## src/pkg/agcr_pkg.sv

```systemverilog
// Constants, bit layout and timing for the global settings register block.
// Assumes the block's own clock is the core clock at 100 MHz.
package agcr_pkg;

    // Register access
    localparam logic [2:0]  GLOBAL_ADDR    = 3'h3;
    localparam int unsigned CFG_W          = 32;
    localparam logic [31:0] GLOBAL_RESET   = 32'h0000_0000;
    localparam logic [31:0] RO_MASK        = 32'h1000_0000;
    localparam logic [31:0] UNMAPPED_READ  = 32'h0000_0000;

    // Field positions
    localparam int B_PSS     = 31;
    localparam int B_PDW     = 30;
    localparam int B_RS      = 29;
    localparam int B_RV      = 28;
    localparam int B_TIE     = 27;
    localparam int B_BSW     = 26;
    localparam int B_VRS     = 25;
    localparam int B_A1      = 24;
    localparam int B_A0      = 23;
    localparam int B_OLS     = 22;
    localparam int B_BUF     = 21;
    localparam int B_OGS     = 20;
    localparam int B_FRS     = 19;
    localparam int B_FILT    = 18;
    localparam int B_TPS     = 17;
    localparam int B_IREF    = 16;
    localparam int B_CSUM    = 15;
    localparam int B_LAT     = 14;
    localparam int B_CLK_HI  = 13;
    localparam int B_CLK_LO  = 12;
    localparam int B_SEQ     = 11;
    localparam int B_DLY_HI  = 10;
    localparam int B_DLY_LO  = 8;
    localparam int B_CH_HI   = 7;
    localparam int B_CH_LO   = 0;

    // Encodings
    localparam logic [1:0] CLK_INT_OUT   = 2'h3;
    localparam logic [2:0] GAIN_UNITY    = 3'h0;
    localparam logic [7:0] CHAN_NONE_SET = 8'h00;
    localparam logic [7:0] CHAN_ZERO     = 8'h01;
    localparam logic [3:0] NO_CHAN       = 4'hF;

    // Timing
    localparam int unsigned CNT_W         = 24;
    localparam int unsigned CLK_PERIOD_NS = 10;
    localparam int unsigned DLY1_NS       = 32600;
    localparam int unsigned DLY2_NS       = 260000;
    localparam int unsigned DLY3_NS       = 521000;
    localparam int unsigned DLY4_NS       = 1042000;
    localparam int unsigned DLY5_NS       = 4167000;
    localparam int unsigned DLY6_NS       = 16675000;
    localparam int unsigned DLY7_NS       = 66667000;
    localparam int unsigned SETTLE_NOM_CYC = 1280;
    localparam int unsigned SETTLE_FRS_CYC = 1536;
    // Length of a software reset cycle, in clocks
    localparam int unsigned RST_CYCLE_CYC  = 16;
    localparam logic [4:0]  RST_CNT_LOAD   = 5'(RST_CYCLE_CYC);

    // Least time, rounded up to whole cycles, never below one
    function automatic int unsigned ns_to_cyc(input int unsigned ns);
        int unsigned c;
        c = (ns + CLK_PERIOD_NS - 1) / CLK_PERIOD_NS;
        return (c == 0) ? 1 : c;
    endfunction

    localparam int unsigned DLY1_CYC = ns_to_cyc(DLY1_NS);
    localparam int unsigned DLY2_CYC = ns_to_cyc(DLY2_NS);
    localparam int unsigned DLY3_CYC = ns_to_cyc(DLY3_NS);
    localparam int unsigned DLY4_CYC = ns_to_cyc(DLY4_NS);
    localparam int unsigned DLY5_CYC = ns_to_cyc(DLY5_NS);
    localparam int unsigned DLY6_CYC = ns_to_cyc(DLY6_NS);
    localparam int unsigned DLY7_CYC = ns_to_cyc(DLY7_NS);

    typedef enum logic [1:0] {
        SEQ_IDLE,
        SEQ_WAIT,
        SEQ_CONV
    } agcr_seq_state_e;

endpackage

```

## src/logic/agcr_seq.sv

```systemverilog
// Conversion launcher: single setup or automatic channel sequence.
// Assumes the converter datapath pulses i_done once per launched conversion.
`timescale 1ns/1ns
`default_nettype none
module agcr_seq (
    input  wire logic                     i_mclk,
    input  wire logic                     i_rst,
    input  wire logic                     i_clear,
    input  wire logic                     i_start,
    input  wire logic                     i_cal,
    input  wire logic                     i_seq_en,
    input  wire logic [7:0]               i_chan_mask,
    input  wire logic [2:0]               i_cmd_ptr,
    input  wire logic [agcr_pkg::CNT_W-1:0] i_fixed_wait,
    input  wire logic [agcr_pkg::CNT_W-1:0] i_chan_wait,
    input  wire logic                     i_done,
    output logic                          o_go,
    output logic [2:0]                    o_idx,
    output logic                          o_busy
);
    import agcr_pkg::*;

    agcr_seq_state_e    state_ff, nxt_state;
    logic [CNT_W-1:0]   cnt_ff, nxt_cnt;
    logic [2:0]         idx_ff, nxt_idx;
    logic [7:0]         mask_ff, nxt_mask;
    logic               multi_ff, nxt_multi;
    logic               go_ff, nxt_go;
    logic [3:0]         pick;

    // Lowest enabled channel above 'after'; bit 3 says one was found
    function automatic logic [3:0] next_chan(input logic [7:0] m, input logic [3:0] after);
        logic [3:0] r;
        r = 4'h0;
        for (int i = 7; i >= 0; i--) begin
            if (m[i] && (after == NO_CHAN || 4'(i) > after)) begin
                r = {1'b1, 3'(i)};
            end
        end
        return r;
    endfunction

    always_comb begin
        nxt_state = state_ff;
        nxt_cnt   = cnt_ff;
        nxt_idx   = idx_ff;
        nxt_mask  = mask_ff;
        nxt_multi = multi_ff;
        nxt_go    = 1'b0;
        pick      = 4'h0;
        case (state_ff)
            SEQ_IDLE: begin
                if (i_start) begin
                    nxt_state = SEQ_WAIT;
                    nxt_mask  = i_chan_mask;
                    if (i_seq_en) begin
                        pick      = next_chan(i_chan_mask, NO_CHAN);
                        nxt_idx   = pick[2:0];
                        nxt_cnt   = i_chan_wait;
                        nxt_multi = ~i_cal;
                    end else begin
                        nxt_idx   = i_cmd_ptr;
                        nxt_cnt   = i_fixed_wait;
                        nxt_multi = 1'b0;
                    end
                end
            end
            SEQ_WAIT: begin
                if (cnt_ff == '0) begin
                    nxt_go    = 1'b1;
                    nxt_state = SEQ_CONV;
                end else begin
                    nxt_cnt = cnt_ff - 1'b1;
                end
            end
            SEQ_CONV: begin
                if (i_done) begin
                    pick = next_chan(mask_ff, {1'b0, idx_ff});
                    if (multi_ff && pick[3]) begin
                        nxt_idx   = pick[2:0];
                        nxt_cnt   = i_chan_wait;
                        nxt_state = SEQ_WAIT;
                    end else begin
                        nxt_state = SEQ_IDLE;
                    end
                end
            end
            default: nxt_state = SEQ_IDLE;
        endcase
        if (i_clear) begin
            nxt_state = SEQ_IDLE;
            nxt_go    = 1'b0;
        end
    end

    always_ff @(posedge i_mclk or posedge i_rst) begin
        if (i_rst) begin
            state_ff <= SEQ_IDLE;
            cnt_ff   <= '0;
            idx_ff   <= '0;
            mask_ff  <= '0;
            multi_ff <= 1'b0;
            go_ff    <= 1'b0;
        end else begin
            state_ff <= nxt_state;
            cnt_ff   <= nxt_cnt;
            idx_ff   <= nxt_idx;
            mask_ff  <= nxt_mask;
            multi_ff <= nxt_multi;
            go_ff    <= nxt_go;
        end
    end

    assign o_go   = go_ff;
    assign o_idx  = idx_ff;
    assign o_busy = (state_ff != SEQ_IDLE);

endmodule // agcr_seq
`default_nettype wire

```

## src/logic/agcr_top.sv

```systemverilog
// Global settings register of a sigma-delta converter, with mode outputs
// and the channel sequencer. Assumes the serial command decoder presents
// register accesses as one-cycle strobes and passes setup register fields in.
//
// Overview of operation
// - Power-save choice picks standby or sleep; power-down bit forces power-down.
// - Writing one to the system reset bit starts a reset cycle.
// - Reset flag reads one after reset; any global register read clears it.
// - Input-tie bit disconnects inputs and ties them at mid-supply.
// - With bridge switch enabled, active latch-zero bit closes or opens switch.
// - Switch follows latch in standby, forced open in sleep.
// - Global latch bits drive pins when selected; reads return actual pin states.
// - Latch source select picks setup-register or global-register latch bits.
// - Buffer on when enabled; bypassed when clear only at unity gain.
// - Calibration pointer source picks input pair or calibration set pointer.
// - Rate scale select multiplies every output data rate by five sixths.
// - Filter bit picks fifth-order plus third-order or first-order sinc.
// - Temperature sensor forces unity gain with buffer on.
// - Reference bit picks external pins or on-chip reference.
// - Checksum bit enables conversion parity; disabled after reset.
// - Zero-latency bit makes each conversion settle in one cycle.
// - Clock select field picks crystal, external, internal, or internal driven out.
// - Sequencer off uses command setup pointer; on uses channel enable bits.
// - Sequencer delay field inserts coded wait before each channel conversion.
// - Several enabled channels convert in sequence, each tagged with channel id.
// - Sequencer on with no channel enabled converts channel zero.
// - Calibration uses only the lowest enabled channel.
// - Setup settling wait applies only with sequencer off; else delay field.
`timescale 1ns/1ns
`default_nettype none
module agcr_top #(
    parameter int unsigned P_DLY2_CYC = agcr_pkg::DLY2_CYC,
    parameter int unsigned P_DLY3_CYC = agcr_pkg::DLY3_CYC,
    parameter int unsigned P_DLY4_CYC = agcr_pkg::DLY4_CYC,
    parameter int unsigned P_DLY5_CYC = agcr_pkg::DLY5_CYC,
    parameter int unsigned P_DLY6_CYC = agcr_pkg::DLY6_CYC,
    parameter int unsigned P_DLY7_CYC = agcr_pkg::DLY7_CYC
) (
    input  wire logic        i_mclk,
    input  wire logic        i_rst,
    input  wire logic        i_reg_wr,
    input  wire logic        i_reg_rd,
    input  wire logic [2:0]  i_reg_addr,
    input  wire logic [31:0] i_reg_wdata,
    output logic [31:0]      o_reg_rdata,
    output logic             o_reg_rvalid,
    input  wire logic        i_setup_latch_one,
    input  wire logic        i_setup_latch_zero,
    input  wire logic [2:0]  i_input_amp_gain,
    input  wire logic [1:0]  i_setup_input_pair,
    input  wire logic [1:0]  i_cal_set_pointer,
    input  wire logic        i_settle_wait_enable,
    input  wire logic [2:0]  i_command_setup_pointer,
    input  wire logic        i_power_save_active,
    input  wire logic        i_conv_start,
    input  wire logic        i_cal_start,
    input  wire logic        i_conv_done,
    input  wire logic        i_internal_clock,
    output logic             o_system_reset_active,
    output logic             o_standby_active,
    output logic             o_sleep_active,
    output logic             o_power_down,
    output logic             o_inputs_tied,
    output logic             o_bridge_switch_closed,
    output logic             o_reference_range_select,
    output logic             o_latch_pin_one_level,
    output logic             o_latch_pin_zero_level,
    output logic             o_input_buffer_on,
    output logic [2:0]       o_effective_gain,
    output logic [1:0]       o_cal_index,
    output logic             o_rate_scale_select,
    output logic             o_filter_sinc1,
    output logic             o_temp_sensor_enable,
    output logic             o_onchip_voltage_ref_enable,
    output logic             o_conversion_parity_enable,
    output logic             o_zero_latency,
    output logic [1:0]       o_clock_select,
    output logic             o_crystal_out_o,
    output logic             o_crystal_out_oe_n,
    output logic             o_conv_go,
    output logic [2:0]       o_setup_index,
    output logic             o_seq_busy
);
    import agcr_pkg::*;

    logic [31:0]      cfg_ff, nxt_cfg;
    logic [4:0]       rst_cnt_ff, nxt_rst_cnt;
    logic [31:0]      rdata_ff, nxt_rdata;
    logic             rvalid_ff, nxt_rvalid;
    logic             pin1_ff, nxt_pin1;
    logic             pin0_ff, nxt_pin0;
    logic             xtal_ff, nxt_xtal;
    logic             hit;
    logic [31:0]      view;
    logic [7:0]       chan_mask;
    logic [CNT_W-1:0] fixed_wait;
    logic [CNT_W-1:0] chan_wait;
    logic             seq_start;

    // Sequencer wait per delay code; code zero means no wait
    function automatic logic [CNT_W-1:0] delay_cycles(input logic [2:0] code);
        logic [CNT_W-1:0] r;
        case (code)
            3'h1:    r = CNT_W'(DLY1_CYC);
            3'h2:    r = CNT_W'(P_DLY2_CYC);
            3'h3:    r = CNT_W'(P_DLY3_CYC);
            3'h4:    r = CNT_W'(P_DLY4_CYC);
            3'h5:    r = CNT_W'(P_DLY5_CYC);
            3'h6:    r = CNT_W'(P_DLY6_CYC);
            3'h7:    r = CNT_W'(P_DLY7_CYC);
            default: r = '0;
        endcase
        return r;
    endfunction

    assign hit = (i_reg_addr == GLOBAL_ADDR);

    // Read view: latch bits show the pins, not the stored value
    always_comb begin
        view       = cfg_ff;
        view[B_A1] = pin1_ff;
        view[B_A0] = pin0_ff;
    end

    // Register file and software reset cycle
    always_comb begin
        nxt_cfg     = cfg_ff;
        nxt_rst_cnt = rst_cnt_ff;
        nxt_rdata   = rdata_ff;
        nxt_rvalid  = 1'b0;
        if (i_reg_rd) begin
            nxt_rvalid = 1'b1;
            nxt_rdata  = hit ? view : UNMAPPED_READ;
            if (hit) begin
                nxt_cfg[B_RV] = 1'b0;
            end
        end
        if (rst_cnt_ff != '0) begin
            // Writes during the cycle are dropped; the register is about to clear
            nxt_rst_cnt = rst_cnt_ff - 1'b1;
            if (rst_cnt_ff == 5'h1) begin
                nxt_cfg       = GLOBAL_RESET;
                nxt_cfg[B_RV] = 1'b1;
            end
        end else if (i_reg_wr && hit) begin
            // Flag bit is read-only and keeps its post-read value
            nxt_cfg = (i_reg_wdata & ~RO_MASK) | (nxt_cfg & RO_MASK);
            if (i_reg_wdata[B_RS]) begin
                nxt_rst_cnt = RST_CNT_LOAD;
            end
        end
    end

    always_ff @(posedge i_mclk or posedge i_rst) begin
        if (i_rst) begin
            cfg_ff     <= GLOBAL_RESET | RO_MASK;
            rst_cnt_ff <= '0;
            rdata_ff   <= '0;
            rvalid_ff  <= 1'b0;
        end else begin
            cfg_ff     <= nxt_cfg;
            rst_cnt_ff <= nxt_rst_cnt;
            rdata_ff   <= nxt_rdata;
            rvalid_ff  <= nxt_rvalid;
        end
    end

    // Latch pins and crystal output pin
    always_comb begin
        nxt_pin1 = cfg_ff[B_OLS] ? cfg_ff[B_A1] : i_setup_latch_one;
        nxt_pin0 = cfg_ff[B_OLS] ? cfg_ff[B_A0] : i_setup_latch_zero;
        // Gated so the pin stays quiet when not driving the internal clock
        nxt_xtal = (cfg_ff[B_CLK_HI:B_CLK_LO] == CLK_INT_OUT) ? i_internal_clock : 1'b0;
    end

    always_ff @(posedge i_mclk or posedge i_rst) begin
        if (i_rst) begin
            pin1_ff <= 1'b0;
            pin0_ff <= 1'b0;
            xtal_ff <= 1'b0;
        end else begin
            pin1_ff <= nxt_pin1;
            pin0_ff <= nxt_pin0;
            xtal_ff <= nxt_xtal;
        end
    end

    assign o_reg_rdata           = rdata_ff;
    assign o_reg_rvalid          = rvalid_ff;
    assign o_system_reset_active = (rst_cnt_ff != '0);
    assign o_standby_active      = i_power_save_active & ~cfg_ff[B_PSS];
    assign o_sleep_active        = i_power_save_active & cfg_ff[B_PSS];
    assign o_power_down          = cfg_ff[B_PDW];
    assign o_inputs_tied         = cfg_ff[B_TIE];
    // Sleep wins over the latch; standby leaves it in control
    assign o_bridge_switch_closed = cfg_ff[B_BSW] & pin0_ff & ~o_sleep_active;
    assign o_reference_range_select = cfg_ff[B_VRS];
    assign o_latch_pin_one_level  = pin1_ff;
    assign o_latch_pin_zero_level = pin0_ff;
    assign o_effective_gain = cfg_ff[B_TPS] ? GAIN_UNITY : i_input_amp_gain;
    assign o_input_buffer_on = cfg_ff[B_TPS] | cfg_ff[B_BUF]
                             | (i_input_amp_gain != GAIN_UNITY);
    assign o_cal_index = cfg_ff[B_OGS] ? i_cal_set_pointer : i_setup_input_pair;
    assign o_rate_scale_select         = cfg_ff[B_FRS];
    assign o_filter_sinc1              = cfg_ff[B_FILT];
    assign o_temp_sensor_enable        = cfg_ff[B_TPS];
    assign o_onchip_voltage_ref_enable = cfg_ff[B_IREF];
    assign o_conversion_parity_enable  = cfg_ff[B_CSUM];
    assign o_zero_latency              = cfg_ff[B_LAT];
    assign o_clock_select     = cfg_ff[B_CLK_HI:B_CLK_LO];
    assign o_crystal_out_o    = xtal_ff;
    assign o_crystal_out_oe_n = (cfg_ff[B_CLK_HI:B_CLK_LO] != CLK_INT_OUT);

    // Sequencer setup
    always_comb begin
        chan_mask = cfg_ff[B_CH_HI:B_CH_LO];
        if (chan_mask == CHAN_NONE_SET) begin
            chan_mask = CHAN_ZERO;
        end
        // Settling wait counted in core clocks, longer when rates are scaled
        if (i_settle_wait_enable) begin
            fixed_wait = cfg_ff[B_FRS] ? CNT_W'(SETTLE_FRS_CYC) : CNT_W'(SETTLE_NOM_CYC);
        end else begin
            fixed_wait = '0;
        end
        chan_wait = delay_cycles(cfg_ff[B_DLY_HI:B_DLY_LO]);
        seq_start = (i_conv_start | i_cal_start) & ~o_system_reset_active;
    end

    agcr_seq u_seq (
        .i_mclk       (i_mclk),
        .i_rst        (i_rst),
        .i_clear      (o_system_reset_active),
        .i_start      (seq_start),
        .i_cal        (i_cal_start),
        .i_seq_en     (cfg_ff[B_SEQ]),
        .i_chan_mask  (chan_mask),
        .i_cmd_ptr    (i_command_setup_pointer),
        .i_fixed_wait (fixed_wait),
        .i_chan_wait  (chan_wait),
        .i_done       (i_conv_done),
        .o_go         (o_conv_go),
        .o_idx        (o_setup_index),
        .o_busy       (o_seq_busy)
    );

endmodule // agcr_top
`default_nettype wire

```

## config.mk

```make
export PLATFORM = sky130hd
export DESIGN_NAME = agcr_top
export DESIGN_NICKNAME = d
export VERILOG_FILES = /design/src/pkg/agcr_pkg.sv /design/src/logic/agcr_seq.sv /design/src/logic/agcr_top.sv
export SDC_FILE = /design/constraint.sdc
export NUM_CORES = 1
export LEC_CHECK = 0
export BUFFER_PORTS_ARGS = -buffer_cell sky130_fd_sc_hd__buf_4
export CORE_ASPECT_RATIO = 0.7
export CORE_MARGIN = 2
export CORE_UTILIZATION = 55
export DETAILED_ROUTE_END_ITERATION = 6
export PLACE_DENSITY = 0.8
export SLEW_MARGIN = 40
export SYNTH_ARGS = -nofsm -noshare
export SYNTH_HDL_FRONTEND = slang
export SYNTH_SLANG_ARGS = --single-unit
```

## constraint.sdc

```tcl
create_clock -name i_mclk -period 3.8 [get_ports i_mclk]
set_input_delay 0.38 -clock i_mclk [delete_from_list [all_inputs] [get_ports i_mclk]]
set_output_delay 0.38 -clock i_mclk [all_outputs]
set_load 0.05 [all_outputs]
```

-- Word level (Yosys, flattened, before mapping)
Cells that the tools add are included.
- RAM bits: 0
- input bits: 57
- flip-flop bits (word level): 112
- memory bits (read-only): 0
- latch bits: 0
- word-level logic and storage cells: 139
- output and inout port bits: 63
- memories: 0
- reductions and logical operators: 25
- shift-type cells: 0
- eq/ne operators: 21
- add/sub/neg operators: 2
- bitwise gates (word level): 13
- magnitude comparators: 7
- multiply operators: 0
- mux-type cells: 57
- divide/modulo/power cells: 0
- operator list (cell ; number):
    $pmux W23 S7 ; 1
    $mux W24 ; 6
    $mux W32 ; 4
    $pmux W24 S3 ; 1
    $mux W3 ; 13
    $mux W4 ; 9
    $or A32 B29 Y32 ; 1
    $logic_not A24 Y1 ; 1
    $sub A24 B1 Y24 const B ; 1
    $mux W5 ; 3
    $eq A3 B3 Y1 const B ; 4
    $gt A3 B3 Y1 const A ; 4
    $mux W1 ; 11
    $mux W10 ; 1
    $mux W2 ; 5
    $eq A3 B2 Y1 const B ; 3
    $logic_and A1 B1 Y1 ; 9
    $logic_not A8 Y1 ; 1
    $mux W8 ; 1
    $ne A2 B2 Y1 const B ; 4
    $reduce_bool A2 Y1 ; 4
    $gt A2 B3 Y1 const A ; 2
    $ne A3 B3 Y1 const B ; 2
    $pmux W2 S3 ; 1
    19 further kinds ; 33

-- Depth between registers and ports, before layout
Gate-level depths: netlist (run 1).
- depth after elaboration: 16
- gate-level depth with buffers: 12
- gate-level depth less buffers: 10

-- By module
A second synthesis (run 1) with hierarchy kept.
- cell total of the unflattened synthesis: 768
- area, all modules: 6744.0 um^2
- modules (own cells, without submodules) (module ; times used ; area each (um^2) ; cells each ; sequential area each (um^2)):
    agcr_top ; 1 ; 3464.6 ; 372 ; 1828.0
    agcr_seq ; 1 ; 3279.4 ; 396 ; 950.9

-- Worst setup path after synthesis (run 1)
No wires, ideal clock.
- path kind: reg2reg
- from: reg u_seq.idx_ff[1] (netlist: u_seq.o_idx[1])
- to: reg u_seq.cnt_ff[3]
- library setup time: 0.121 ns
- required time: 3.679 ns
- data arrival time: 2.255 ns
- setup slack: 1.425 ns
- period minus slack after synthesis: 2.375 ns
- stages on the path, launching flop included: 10
- path buffers: 3
- cell sequence: dfrtp_1 -> buf_2 -> nand2_1 -> o22a_1 -> or4b_1 -> o211ai_2 -> buf_6 -> buf_6 -> a21o_1 -> nand2_1
- cells in the longest elaborated chain, start to end: 14
- elaborated cells between the ends (all ways): 26
- classes of those cells: 7 x order compare; 1 x eq/ne; 9 x mux; 9 x reduce/logical
- ends and longest elaborated chain (item ; line ; RTL):
    start: declaration ; agcr_seq.sv:25 ; logic [2:0] idx_ff, nxt_idx;
    start signal: assignment ; agcr_seq.sv:107 ; idx_ff <= nxt_idx;
    $gt A3 B3 Y1 ; agcr_seq.sv:36 ; if (m[i] && (after == NO_CHAN || 4'(i) > after)) begin
    $logic_and A1 B1 Y1 ; agcr_seq.sv:36 ;
    $mux W4 (6 in a row) ; agcr_seq.sv:36 ;
    $mux W4 * ; agcr_seq.sv:36 ;
    $mux W4 * ; agcr_seq.sv:77 ; if (i_done) begin
    $mux W4 * ; agcr_seq.sv:51 ; case (state_ff)
    $logic_and A1 B1 Y1 * ; agcr_seq.sv:79 ; if (multi_ff && pick[3]) begin
    $ne A2 B1 Y1 (no source line) * ; n/a ;
    $reduce_and A5 Y1 (no source line) * ; n/a ;
    end signal: assignment ; agcr_seq.sv:106 ; cnt_ff <= nxt_cnt;
    end: declaration ; agcr_seq.sv:24 ; logic [CNT_W-1:0] cnt_ff, nxt_cnt;
Every way passes the cells marked *; elsewhere a longest branch is shown, timed or not. The select of a mux whose other input is x is not followed.
A chain may end at the register's enable or synchronous reset.

-- Worst setup path in the final report (run 1)
- from: reg u_seq.cnt_ff[4]
- to: reg u_seq.cnt_ff[9]
- cells in the longest elaborated chain, start to end: 3
- elaborated cells between the ends (all ways): 6
- classes of those cells: 1 x add/sub; 1 x eq/ne; 2 x mux; 2 x reduce/logical
- ends and longest elaborated chain (item ; line):
    $sub A24 B1 Y24 or $logic_not A24 Y1 (tied branches) ; agcr_seq.sv:73, agcr_seq.sv:69
    $mux W24 or $ne A2 B2 Y1 (tied branches) ; n/a
    $pmux W24 S3 or $reduce_and A5 Y1 (tied branches) ; n/a
Several ways; a longest one is shown, not always the timed one. The select of a mux whose other input is x is not followed.

==> impl_metrics.py, run 1 <==
metrics = {
    "outcome": {
        "status": "finished, final reports clean",
    },
    "final_layout": {
        "nets": 823,
        "drive_above_1_share_pct": 21.78,
        "final_common_cell": "nand2_1",
        "syn_to_final_growth_pct": 22.21,
        "final_core_util_pct": 70.22,
        "antennaDiodeCount": 0,
        "multiInputGateArea_um2": 2502,
        "mostFrequentLayoutCells": "nand2_1 (126), buf_4 (123), o21ai_0 (112)",
        "seq_area_um2": 2779,
        "num-fill-cells": 788,
    },
    "timing": {
        "worst_pin_slew_ns": 0.7183,
        "drv_slew": 0,
        "slew_headroom_pct": 52.11,
        "finalCritPeriodShare_pct": 71.39,
        "clock_skew_ns": 0.007049,
        "fmax_ghz": 0.3686,
        "setup_viol": 0,
        "setup_tns_ns": 0,
        "fin_crit_ns": 2.713,
        "rsz0062_at_grt": "no",
        "finalHoldViolCount": 0,
    },
    "synth": {
        "synth_ff_type": "dfrtp_1",
        "syn-instance-count": 659,
        "synth-edff-count": 0,
        "synthArstFlopShare_pct": 100.0,
        "synth_nets": 725,
        "syn_avg_cell_area_um2": 8.574,
        "yosysSeqAreaShare_pct": 49.18,
        "synth_area_um2": 5650,
        "ys.warnings.count": 0,
        "yosysUniqueCellTypes": 63,
        "ys_ff_latch": 111,
    },
    "clock_tree": {
        "cts_tree": "built",
        "cts_buffer_depth": 2,
        "cts_sinks": 111,
        "h-tree-depth": 3,
        "ctsHoldBuffers": 0,
        "clkTransAtPathRegs_ns": 0.07,
        "postCtsSetupBuffers": 0,
        "cts_root_buf": "clkbuf_16",
        "cts_resized": 0,
        "cts_buffers": 9,
        "clk_latency_ns": 0.34,
    },
    "floorplanning": {
        "die_height_um": 88.80,
        "die_w_um": 125.1,
        "io_pins": 120,
        "die-area_um2": 11110,
        "rows": 30,
        "core_um2": 9834,
        "start_util_pct": 57.46,
    },
    "critical_path": {
        "worst_setup_path_start_kind": "register",
        "r2r_cells": 7,
        "crit_type": "reg2reg",
        "worstPathRequired_ns": 4.05,
        "arrival_ns": 2.97,
        "worstReg2RegStart": "u_seq.cnt_ff[4]",
        "crit_start": "u_seq.cnt_ff[4]",
        "worst-path-max-fanout": 48,
        "crit_path_end_kind": "register",
    },
    "drt": {
        "via_per_inst": 5.598,
        "route.detailed.drc": 0,
        "first_pass_iters": 6,
        "drt_iter0_markers": 454,
        "ant_nets": 0,
        "wl_per_cell_um": 15.77,
        "vias": 4982,
        "wl_um": 14030,
    },
    "global_routing": {
        "antenna_found_initial": 0,
        "grt_pass1_vias": 4739,
        "grt_use_total_pct": 26.26,
        "overflow": 0,
        "grt_pass1_wl_um": 23180,
        "grt_max_degree": 82,
    },
    "pwr": {
        "leakagePower_uw": 0.003141,
        "total_power_uw": 4946,
        "max-vdd-ir-drop_mv": 0.3918,
        "power.density_nw_per_um2": 716.3,
    },
    "placed_design": {
        "dp_hpwl_um": 9854,
        "gp_congestion": 0.8716,
        "io_buffers": 118,
    },
    "hold_path": {
        "hold_path_class": "in2async",
    },
    "job": {
        "maxCapViolCount": 0,
    },
}
==> metrics by stage <==
| step | cell area [um^2] | instances | worst slack [ns] | hold slack, ns |
|---|---|---|---|---|
| detailed placement | 6578 | 874 | 1.190 | 0.4866 |
| global route | 6905 | 890 | 0.8474 | 0.2186 |
| CTS | 6900 | 890 | 1.157 | 0.1952 |
| global placement | 6571 | 874 | 1.258 | 0.4693 |
| floorplan | 5650 | 659 | 0.4910 | 0.4114 |
| finish | 6905 | 890 | 1.087 | 0.1722 |
==> worst max-delay path, stage by stage (launching register included) <==
cell and delay (ns):
dfrtp_1 0.45, nor4_1 0.63, nand3_2 0.23, or4b_1 0.57, o211ai_2 0.09, buf_4 0.37
o21ai_0 0.16, o21ai_0 0.11
==> registers in the layout, summed over array words and instances (netlist names) <==
register                cells
o_reg_rvalid                1
u_seq.o_idx                 3
o_reg_rdata                32
cfg_ff                     32
rst_cnt_ff                  5
u_seq.state_ff              2
u_seq.mask_ff               7
u_seq.o_go                  1
u_seq.multi_ff              1
u_seq.cnt_ff               24
o_crystal_out_o             1
o_latch_pin_zero_level      1
o_latch_pin_one_level       1
==> cell type report <==
type	count	area share (%)
flip-flops and latches	111	40.24
multi-input cells	456	36.24
repair buffers	123	13.37
clock buffers	12	3.569
inverters	56	3.153
well taps	128	2.319
clock inverters	4	1.105
==> synthesized netlist by cell type (4+ instances only) <==
master | number | area share (%)
a21oi_1 | 28 | 2.5
a22oi_1 | 4 | 0.53
a31oi_1 | 6 | 0.66
and2_1 | 5 | 0.55
and3_1 | 4 | 0.44
clkbuf_1 | 26 | 1.7
dfrtp_1 | 110 | 49
ha_1 | 9 | 2.0
inv_1 | 55 | 3.7
mux2_2 | 10 | 2.0
mux2i_1 | 4 | 0.71
nand2_1 | 127 | 8.4
nand2b_1 | 4 | 0.44
nand3_1 | 6 | 0.53
nor2_1 | 42 | 2.8
nor2b_1 | 9 | 1.0
nor3_1 | 15 | 1.3
nor3b_1 | 4 | 0.53
nor4_1 | 6 | 0.66
o21ai_0 | 112 | 9.9
o21ai_1 | 6 | 0.53
o31ai_1 | 4 | 0.53
or3_1 | 6 | 0.66
==> per-layer routing <==
| layer | global-route usage [%] | part of all wire, % | wire length (um) |
|---|---|---|---|
| met1 | 38.27 | 48 | 6788 |
| met3 | 5.683 | 6.5 | 913 |
| met4 | 7.879 | 1.5 | 212 |
| met5 | 0 | 0 | 0 |
| met2 | 40.02 | 44 | 6118 |
==> where the power goes <==
group	total (uW)	switching, uW	internal [uW]
Combinational	2070	1350	721
Sequential	1850	385	1470
Clock	1030	426	600
==> final timing paths <==
check	to	slack [ns]
worst max register to register	u_seq.cnt_ff[9]	1.09
max in group asynchronous	o_reg_rdata[1]	2.91
worst min register to register	rst_cnt_ff[3]	0.50
min in group i_mclk	cfg_ff[15]	0.23
worst min-delay path	cfg_ff[25]	0.17
worst max-delay path	u_seq.cnt_ff[9]	1.09
==> kinds of logic after synthesis <==
| family | count (synthesis) | synth area share (%) |
|---|---|---|
| AND/OR/NAND/NOR | 244 | 20.04 |
| AO/OA/AOI/OAI | 185 | 18.76 |
| flip-flops | 111 | 49.18 |
| buffers and inverters | 92 | 6.709 |
| multiplexers | 14 | 2.702 |
| adder cells (fa/ha/maj) | 9 | 1.993 |
| XOR/XNOR | 4 | 0.6201 |
Note: power is estimated with default switching activity, not from simulation.
==> run 2, diff against run 1 <==
clock period = 2.8 ns   (was 3.8 ns; I/O delays follow)
==> run 2 against run 1 <==
Clock power up 12%. Clock-buffer cell count down 2. Sequential share of layout area up 0.080 points. Setup slack worse by 0.83 ns. Critical path type unchanged. Global-route usage down 0.11 points. Cell count up 0.34%.
==> impl_metrics.py, run 2 (synthesis results as in run 1) <==
metrics = {
    "job": {
        "maxCapViolCount": 0,
    },
    "floorplanning": {
        "rows": 30,
        "die_w_um": 125.1,
        "die-area_um2": 11110,
        "core_um2": 9834,
        "die_height_um": 88.80,
        "io_pins": 120,
        "start_util_pct": 57.46,
    },
    "drt": {
        "wl_um": 13860,
        "ant_nets": 0,
        "first_pass_iters": 7,
        "drt_iter0_markers": 442,
        "via_per_inst": 5.570,
        "route.detailed.drc": 0,
        "wl_per_cell_um": 15.52,
        "vias": 4974,
    },
    "clock_tree": {
        "cts_sinks": 111,
        "cts_root_buf": "clkbuf_16",
        "clkTransAtPathRegs_ns": 0.07,
        "clk_latency_ns": 0.35,
        "cts_buffer_depth": 2,
        "cts_tree": "built",
        "postCtsSetupBuffers": 0,
        "cts_buffers": 9,
        "h-tree-depth": 3,
    },
    "final_layout": {
        "num-fill-cells": 777,
        "drive_above_1_share_pct": 21.83,
        "antennaDiodeCount": 0,
        "final_common_cell": "nand2_1",
        "nets": 828,
        "mostFrequentLayoutCells": "nand2_1 (127), buf_4 (125), o21ai_0 (112)",
        "syn_to_final_growth_pct": 21.97,
    },
    "critical_path": {
        "crit_start": "rst_cnt_ff[1]",
        "worstPathRequired_ns": 3.08,
        "crit_type": "reg2reg",
        "arrival_ns": 2.82,
        "crit_path_end_kind": "register",
        "worstReg2RegStart": "rst_cnt_ff[1]",
        "worst_setup_path_start_kind": "register",
        "reg2reg_slack_ns": 0.25,
        "worst-path-max-fanout": 48,
        "r2r_cells": 11,
    },
    "hold_path": {
        "min_delay_path_depth": 3,
        "hold_path_class": "in2reg",
        "hold_start": "i_reg_wdata[20]",
    },
    "global_routing": {
        "grt_pass1_wl_um": 23250,
        "antenna_found_initial": 0,
        "grt_use_total_pct": 26.15,
        "overflow": 0,
        "grt_pass1_vias": 4797,
        "grt_max_degree": 88,
    },
    "timing": {
        "fmax_ghz": 0.3925,
        "setup_viol": 0,
        "slew_headroom_pct": 55.30,
        "finalCritPeriodShare_pct": 90.99,
        "rsz0062_at_grt": "no",
        "finalHoldViolCount": 0,
        "drv_slew": 0,
        "clock_skew_ns": 0.005416,
        "timing.hold.ws_ns": 0.1314,
        "fin_crit_ns": 2.548,
        "worst_pin_slew_ns": 0.6644,
        "setup_tns_ns": 0,
    },
    "placed_design": {
        "dp_hpwl_um": 9675,
        "gp_congestion": 0.9178,
        "io_buffers": 118,
    },
    "pwr": {
        "leakagePower_uw": 0.003140,
        "max-vdd-ir-drop_mv": 0.4573,
        "total_power_uw": 6500,
        "power.density_nw_per_um2": 943.1,
    },
    "outcome": {
        "status": "finished, final reports clean",
    },
}
==> run 2: where the power goes <==
| group | internal [uW] | total, uW | switching, uW |
|---|---|---|---|
| combinational | 1020 | 2850 | 1840 |
| clock | 591 | 1150 | 555 |
| sequential | 1990 | 2500 | 511 |
| total | 3600 | 6500 | 2900 |
==> run 2: layer usage <==
layer  vias to the layer above  share of wire [%]  track usage [%]
met5                         -                  0                0
li1                       2430                  -                -
met3                        20                7.7            7.981
met2                       191                 45            40.32
met4                         0                2.0            8.889
met1                      2333                 46            35.86
==> run 2: repair_timing <==
item                                   CTS  global route
hold buffers                             1             0
gates resized for setup                  0             0
endpoints found under the hold margin   24             0
==> run 2: final timing paths <==
| path | to |
|---|---|
| max | u_seq.cnt_ff[23] |
| min in group asynchronous | o_reg_rdata[30] |
| min reg2reg | rst_cnt_ff[3] |
| max in group asynchronous | cfg_ff[28] |
| min | cfg_ff[20] |
| max reg2reg | u_seq.cnt_ff[23] |
==> run 2: worst max-delay path: stages (launching register included) <==
cell and delay, ns:
dfrtp_1 0.40, inv_1 0.10, ha_1 0.23, nand2_2 0.12, nor2_8 0.14, inv_4 0.08
a221oi_2 0.31, o31a_1 0.20, o211ai_2 0.10, buf_12 0.19, or4_1 0.50, o21ai_1 0.09
==> run 2: metrics by stage <==
stage | util [%] | std cells | instance area [um^2] | setup WS, ns
2_1_floorplan | - | 659 | 5654 | 0.4246
3_3_place_gp | 67.39 | 878 | 6628 | 0.3940
3_5_place_dp | 67.39 | 878 | 6628 | 0.2548
4_1_cts | 70.08 | 893 | 6892 | 0.2483
5_1_grt | 70.08 | 893 | 6892 | 0.09742
6_report | 70.08 | 893 | 6892 | 0.2523
==> run 2: cell type report <==
| type | count | area, um^2 | area share (%) |
|---|---|---|---|
| clock buffer | 10 | 229.0 | 3.322 |
| clock inverter | 4 | 25.02 | 0.3631 |
| multi-input combinational | 456 | 2494 | 36.18 |
| timing repair buffer | 128 | 988.4 | 14.34 |
| inverter | 56 | 216.5 | 3.141 |
| sequential | 111 | 2779 | 40.32 |
| tap | 128 | 160.2 | 2.324 |
==> run 3, diff against run 2 <==
SETUP_SLACK_MARGIN = 0.4   (was not set)
==> run 3 against run 2 <==
Clock skew increased by 0.0013 ns. Die area is the same. Sequential cell count did not move. Design area is 3.6% higher. Combinational power is 15% higher. Largest cell class unchanged. Sequential power is 2% higher. Critical path depth unchanged. Worst hold slack got worse by 0.0010 ns. Largest power group unchanged. Global-route usage grew 1.3 points. Clock-buffer cell count stayed put.
==> impl_metrics.py, run 3 (synthesis results as in run 1) <==
metrics = {
    "outcome": {
        "status": "finished, final reports clean",
    },
    "final_layout": {
        "multiInputGateArea_um2": 2599,
        "mostFrequentLayoutCells": "buf_4 (135), nand2_1 (127), o21ai_0 (112)",
        "seq_area_um2": 2783,
        "antennaDiodeCount": 0,
        "nets": 840,
        "layoutNonFillerInstCount": 905,
        "drive_above_1_share_pct": 24.84,
        "final_common_cell": "buf_4",
        "syn_to_final_growth_pct": 26.37,
        "num-fill-cells": 746,
    },
    "drt": {
        "wl_per_cell_um": 16.28,
        "via_per_inst": 5.691,
        "ant_nets": 0,
        "vias": 5150,
        "drt_iter0_markers": 465,
        "route.detailed.drc": 0,
        "first_pass_iters": 5,
        "wl_um": 14740,
    },
    "timing": {
        "finalCritPeriodShare_pct": 86.11,
        "slew_headroom_pct": 58.15,
        "worst_pin_slew_ns": 0.6103,
        "fin_crit_ns": 2.411,
        "drv_slew": 0,
        "setup_tns_ns": 0,
        "fmax_ghz": 0.4148,
        "rsz0062_at_grt": "yes",
        "timing.hold.ws_ns": 0.1304,
        "clock_skew_ns": 0.006739,
        "finalHoldViolCount": 0,
        "layout_setup_ws_ns": 0.3890,
        "setup_viol": 0,
    },
    "pwr": {
        "p_seq_share_pct": 36.5,
        "combPwrFrac_pct": 47.0,
        "max-vdd-ir-drop_mv": 0.4584,
        "p_int_uw": 3887,
        "sw_frac_of_total_pct": 44.11,
        "leakagePower_uw": 0.003258,
        "p_clk_share_pct": 16.5,
        "total_power_uw": 6955,
        "power.density_nw_per_um2": 974.1,
        "switchingPower_uw": 3068,
    },
    "floorplanning": {
        "rows": 30,
        "core_um2": 9834,
        "io_pins": 120,
        "die_height_um": 88.80,
        "die-area_um2": 11110,
        "start_util_pct": 57.46,
        "die_w_um": 125.1,
    },
    "clock_tree": {
        "cts_buffers": 9,
        "clk_latency_ns": 0.35,
        "h-tree-depth": 3,
        "cts_root_buf": "clkbuf_16",
        "cts_buffer_depth": 2,
        "cts_tree": "built",
        "clkTransAtPathRegs_ns": 0.07,
        "cts_sinks": 111,
    },
    "global_routing": {
        "antenna_found_initial": 0,
        "overflow": 0,
        "grt_use_total_pct": 27.44,
        "grt_pass1_vias": 4929,
        "grt_pass1_wl_um": 24280,
        "grt_max_degree": 88,
    },
    "critical_path": {
        "worst-path-max-fanout": 12,
        "crit_type": "reg2reg",
        "crit_path_end_kind": "register",
        "worst_setup_path_start_kind": "register",
        "arrival_ns": 2.69,
        "worstPathRequired_ns": 3.08,
    },
    "placed_design": {
        "placed_cells": 878,
        "dp_hpwl_um": 9675,
        "post-place-ws_ns": 0.2548,
        "gp_congestion": 0.9178,
        "io_buffers": 118,
    },
    "hold_path": {
        "hold_path_class": "in2reg",
    },
    "job": {
        "maxCapViolCount": 0,
    },
}
==> run 3: cell count changes in the layout (fill, tap and decap cells not counted), sizes merged <==
cell / change
bufbuf: +2
buf: +10
==> run 3: area by class of cell <==
| type | count | share of cell area [%] |
|---|---|---|
| multi-input cells | 456 | 36.39 |
| repair buffers | 140 | 15.81 |
| clock buffers | 10 | 3.207 |
| well taps | 128 | 2.243 |
| flip-flops and latches | 111 | 38.97 |
| inverters | 56 | 3.031 |
| clock inverters | 4 | 0.3504 |
==> run 3: worst paths after layout <==
path                                    endpoint  slack [ns]       startpoint  depth (start not counted)
worst max register to register  u_seq.cnt_ff[23]        0.39    rst_cnt_ff[1]                         11
worst min-delay path                  cfg_ff[20]        0.13  i_reg_wdata[20]                          3
min in group asynchronous        o_reg_rdata[30]        0.57            i_rst                          3
worst min register to register     rst_cnt_ff[3]        0.49    rst_cnt_ff[3]                          1
max in group asynchronous             cfg_ff[28]        1.41            i_rst                          4
worst max-delay path            u_seq.cnt_ff[23]        0.39    rst_cnt_ff[1]                         11
==> run 3: per-layer routing <==
layer,global-route usage [%],wire length (um)
met3,8.162,1196
met1,37.54,6472
met5,0,0
met2,42.64,6700
met4,9.192,368
==> run 3: critical path, cell delays in order, from the launching register on <==
cell	delay (ns)
dfrtp_1	0.41
inv_2	0.10
ha_4	0.16
nand2_2	0.09
nor2_8	0.13
inv_4	0.08
a221oi_4	0.28
o31a_1	0.22
o211ai_4	0.12
buf_12	0.17
or4_1	0.49
o21ai_1	0.09
==> run 3: power groups by stage <==
stage                     clock [uW]  sequential [uW]  combinational [uW]
after floorplan                    0             2660                1850
after global placement             0             2480                2710
after detailed placement           0             2520                2800
after CTS                       1170             2510                3040
after global routing            1230             2600                3550
final                           1150             2540                3270
==> run 3: repair_timing <==
action                                  CTS  global route
hold endpoints to repair                 24             0
cloned                                    2             0
setup buffers                             3             7
gates resized for setup                  12             9
pin swaps                                 3             3
endpoints found under the setup margin   24            28
hold buffers                              1             0
==> run 3: stage by stage <==
stage                     utilization (%)  area (um^2)
final                               72.61         7141
after global routing                72.61         7141
after CTS                           71.68         7049
after detailed placement            67.39         6628
after global placement              67.39         6628
after floorplan                         -         5654
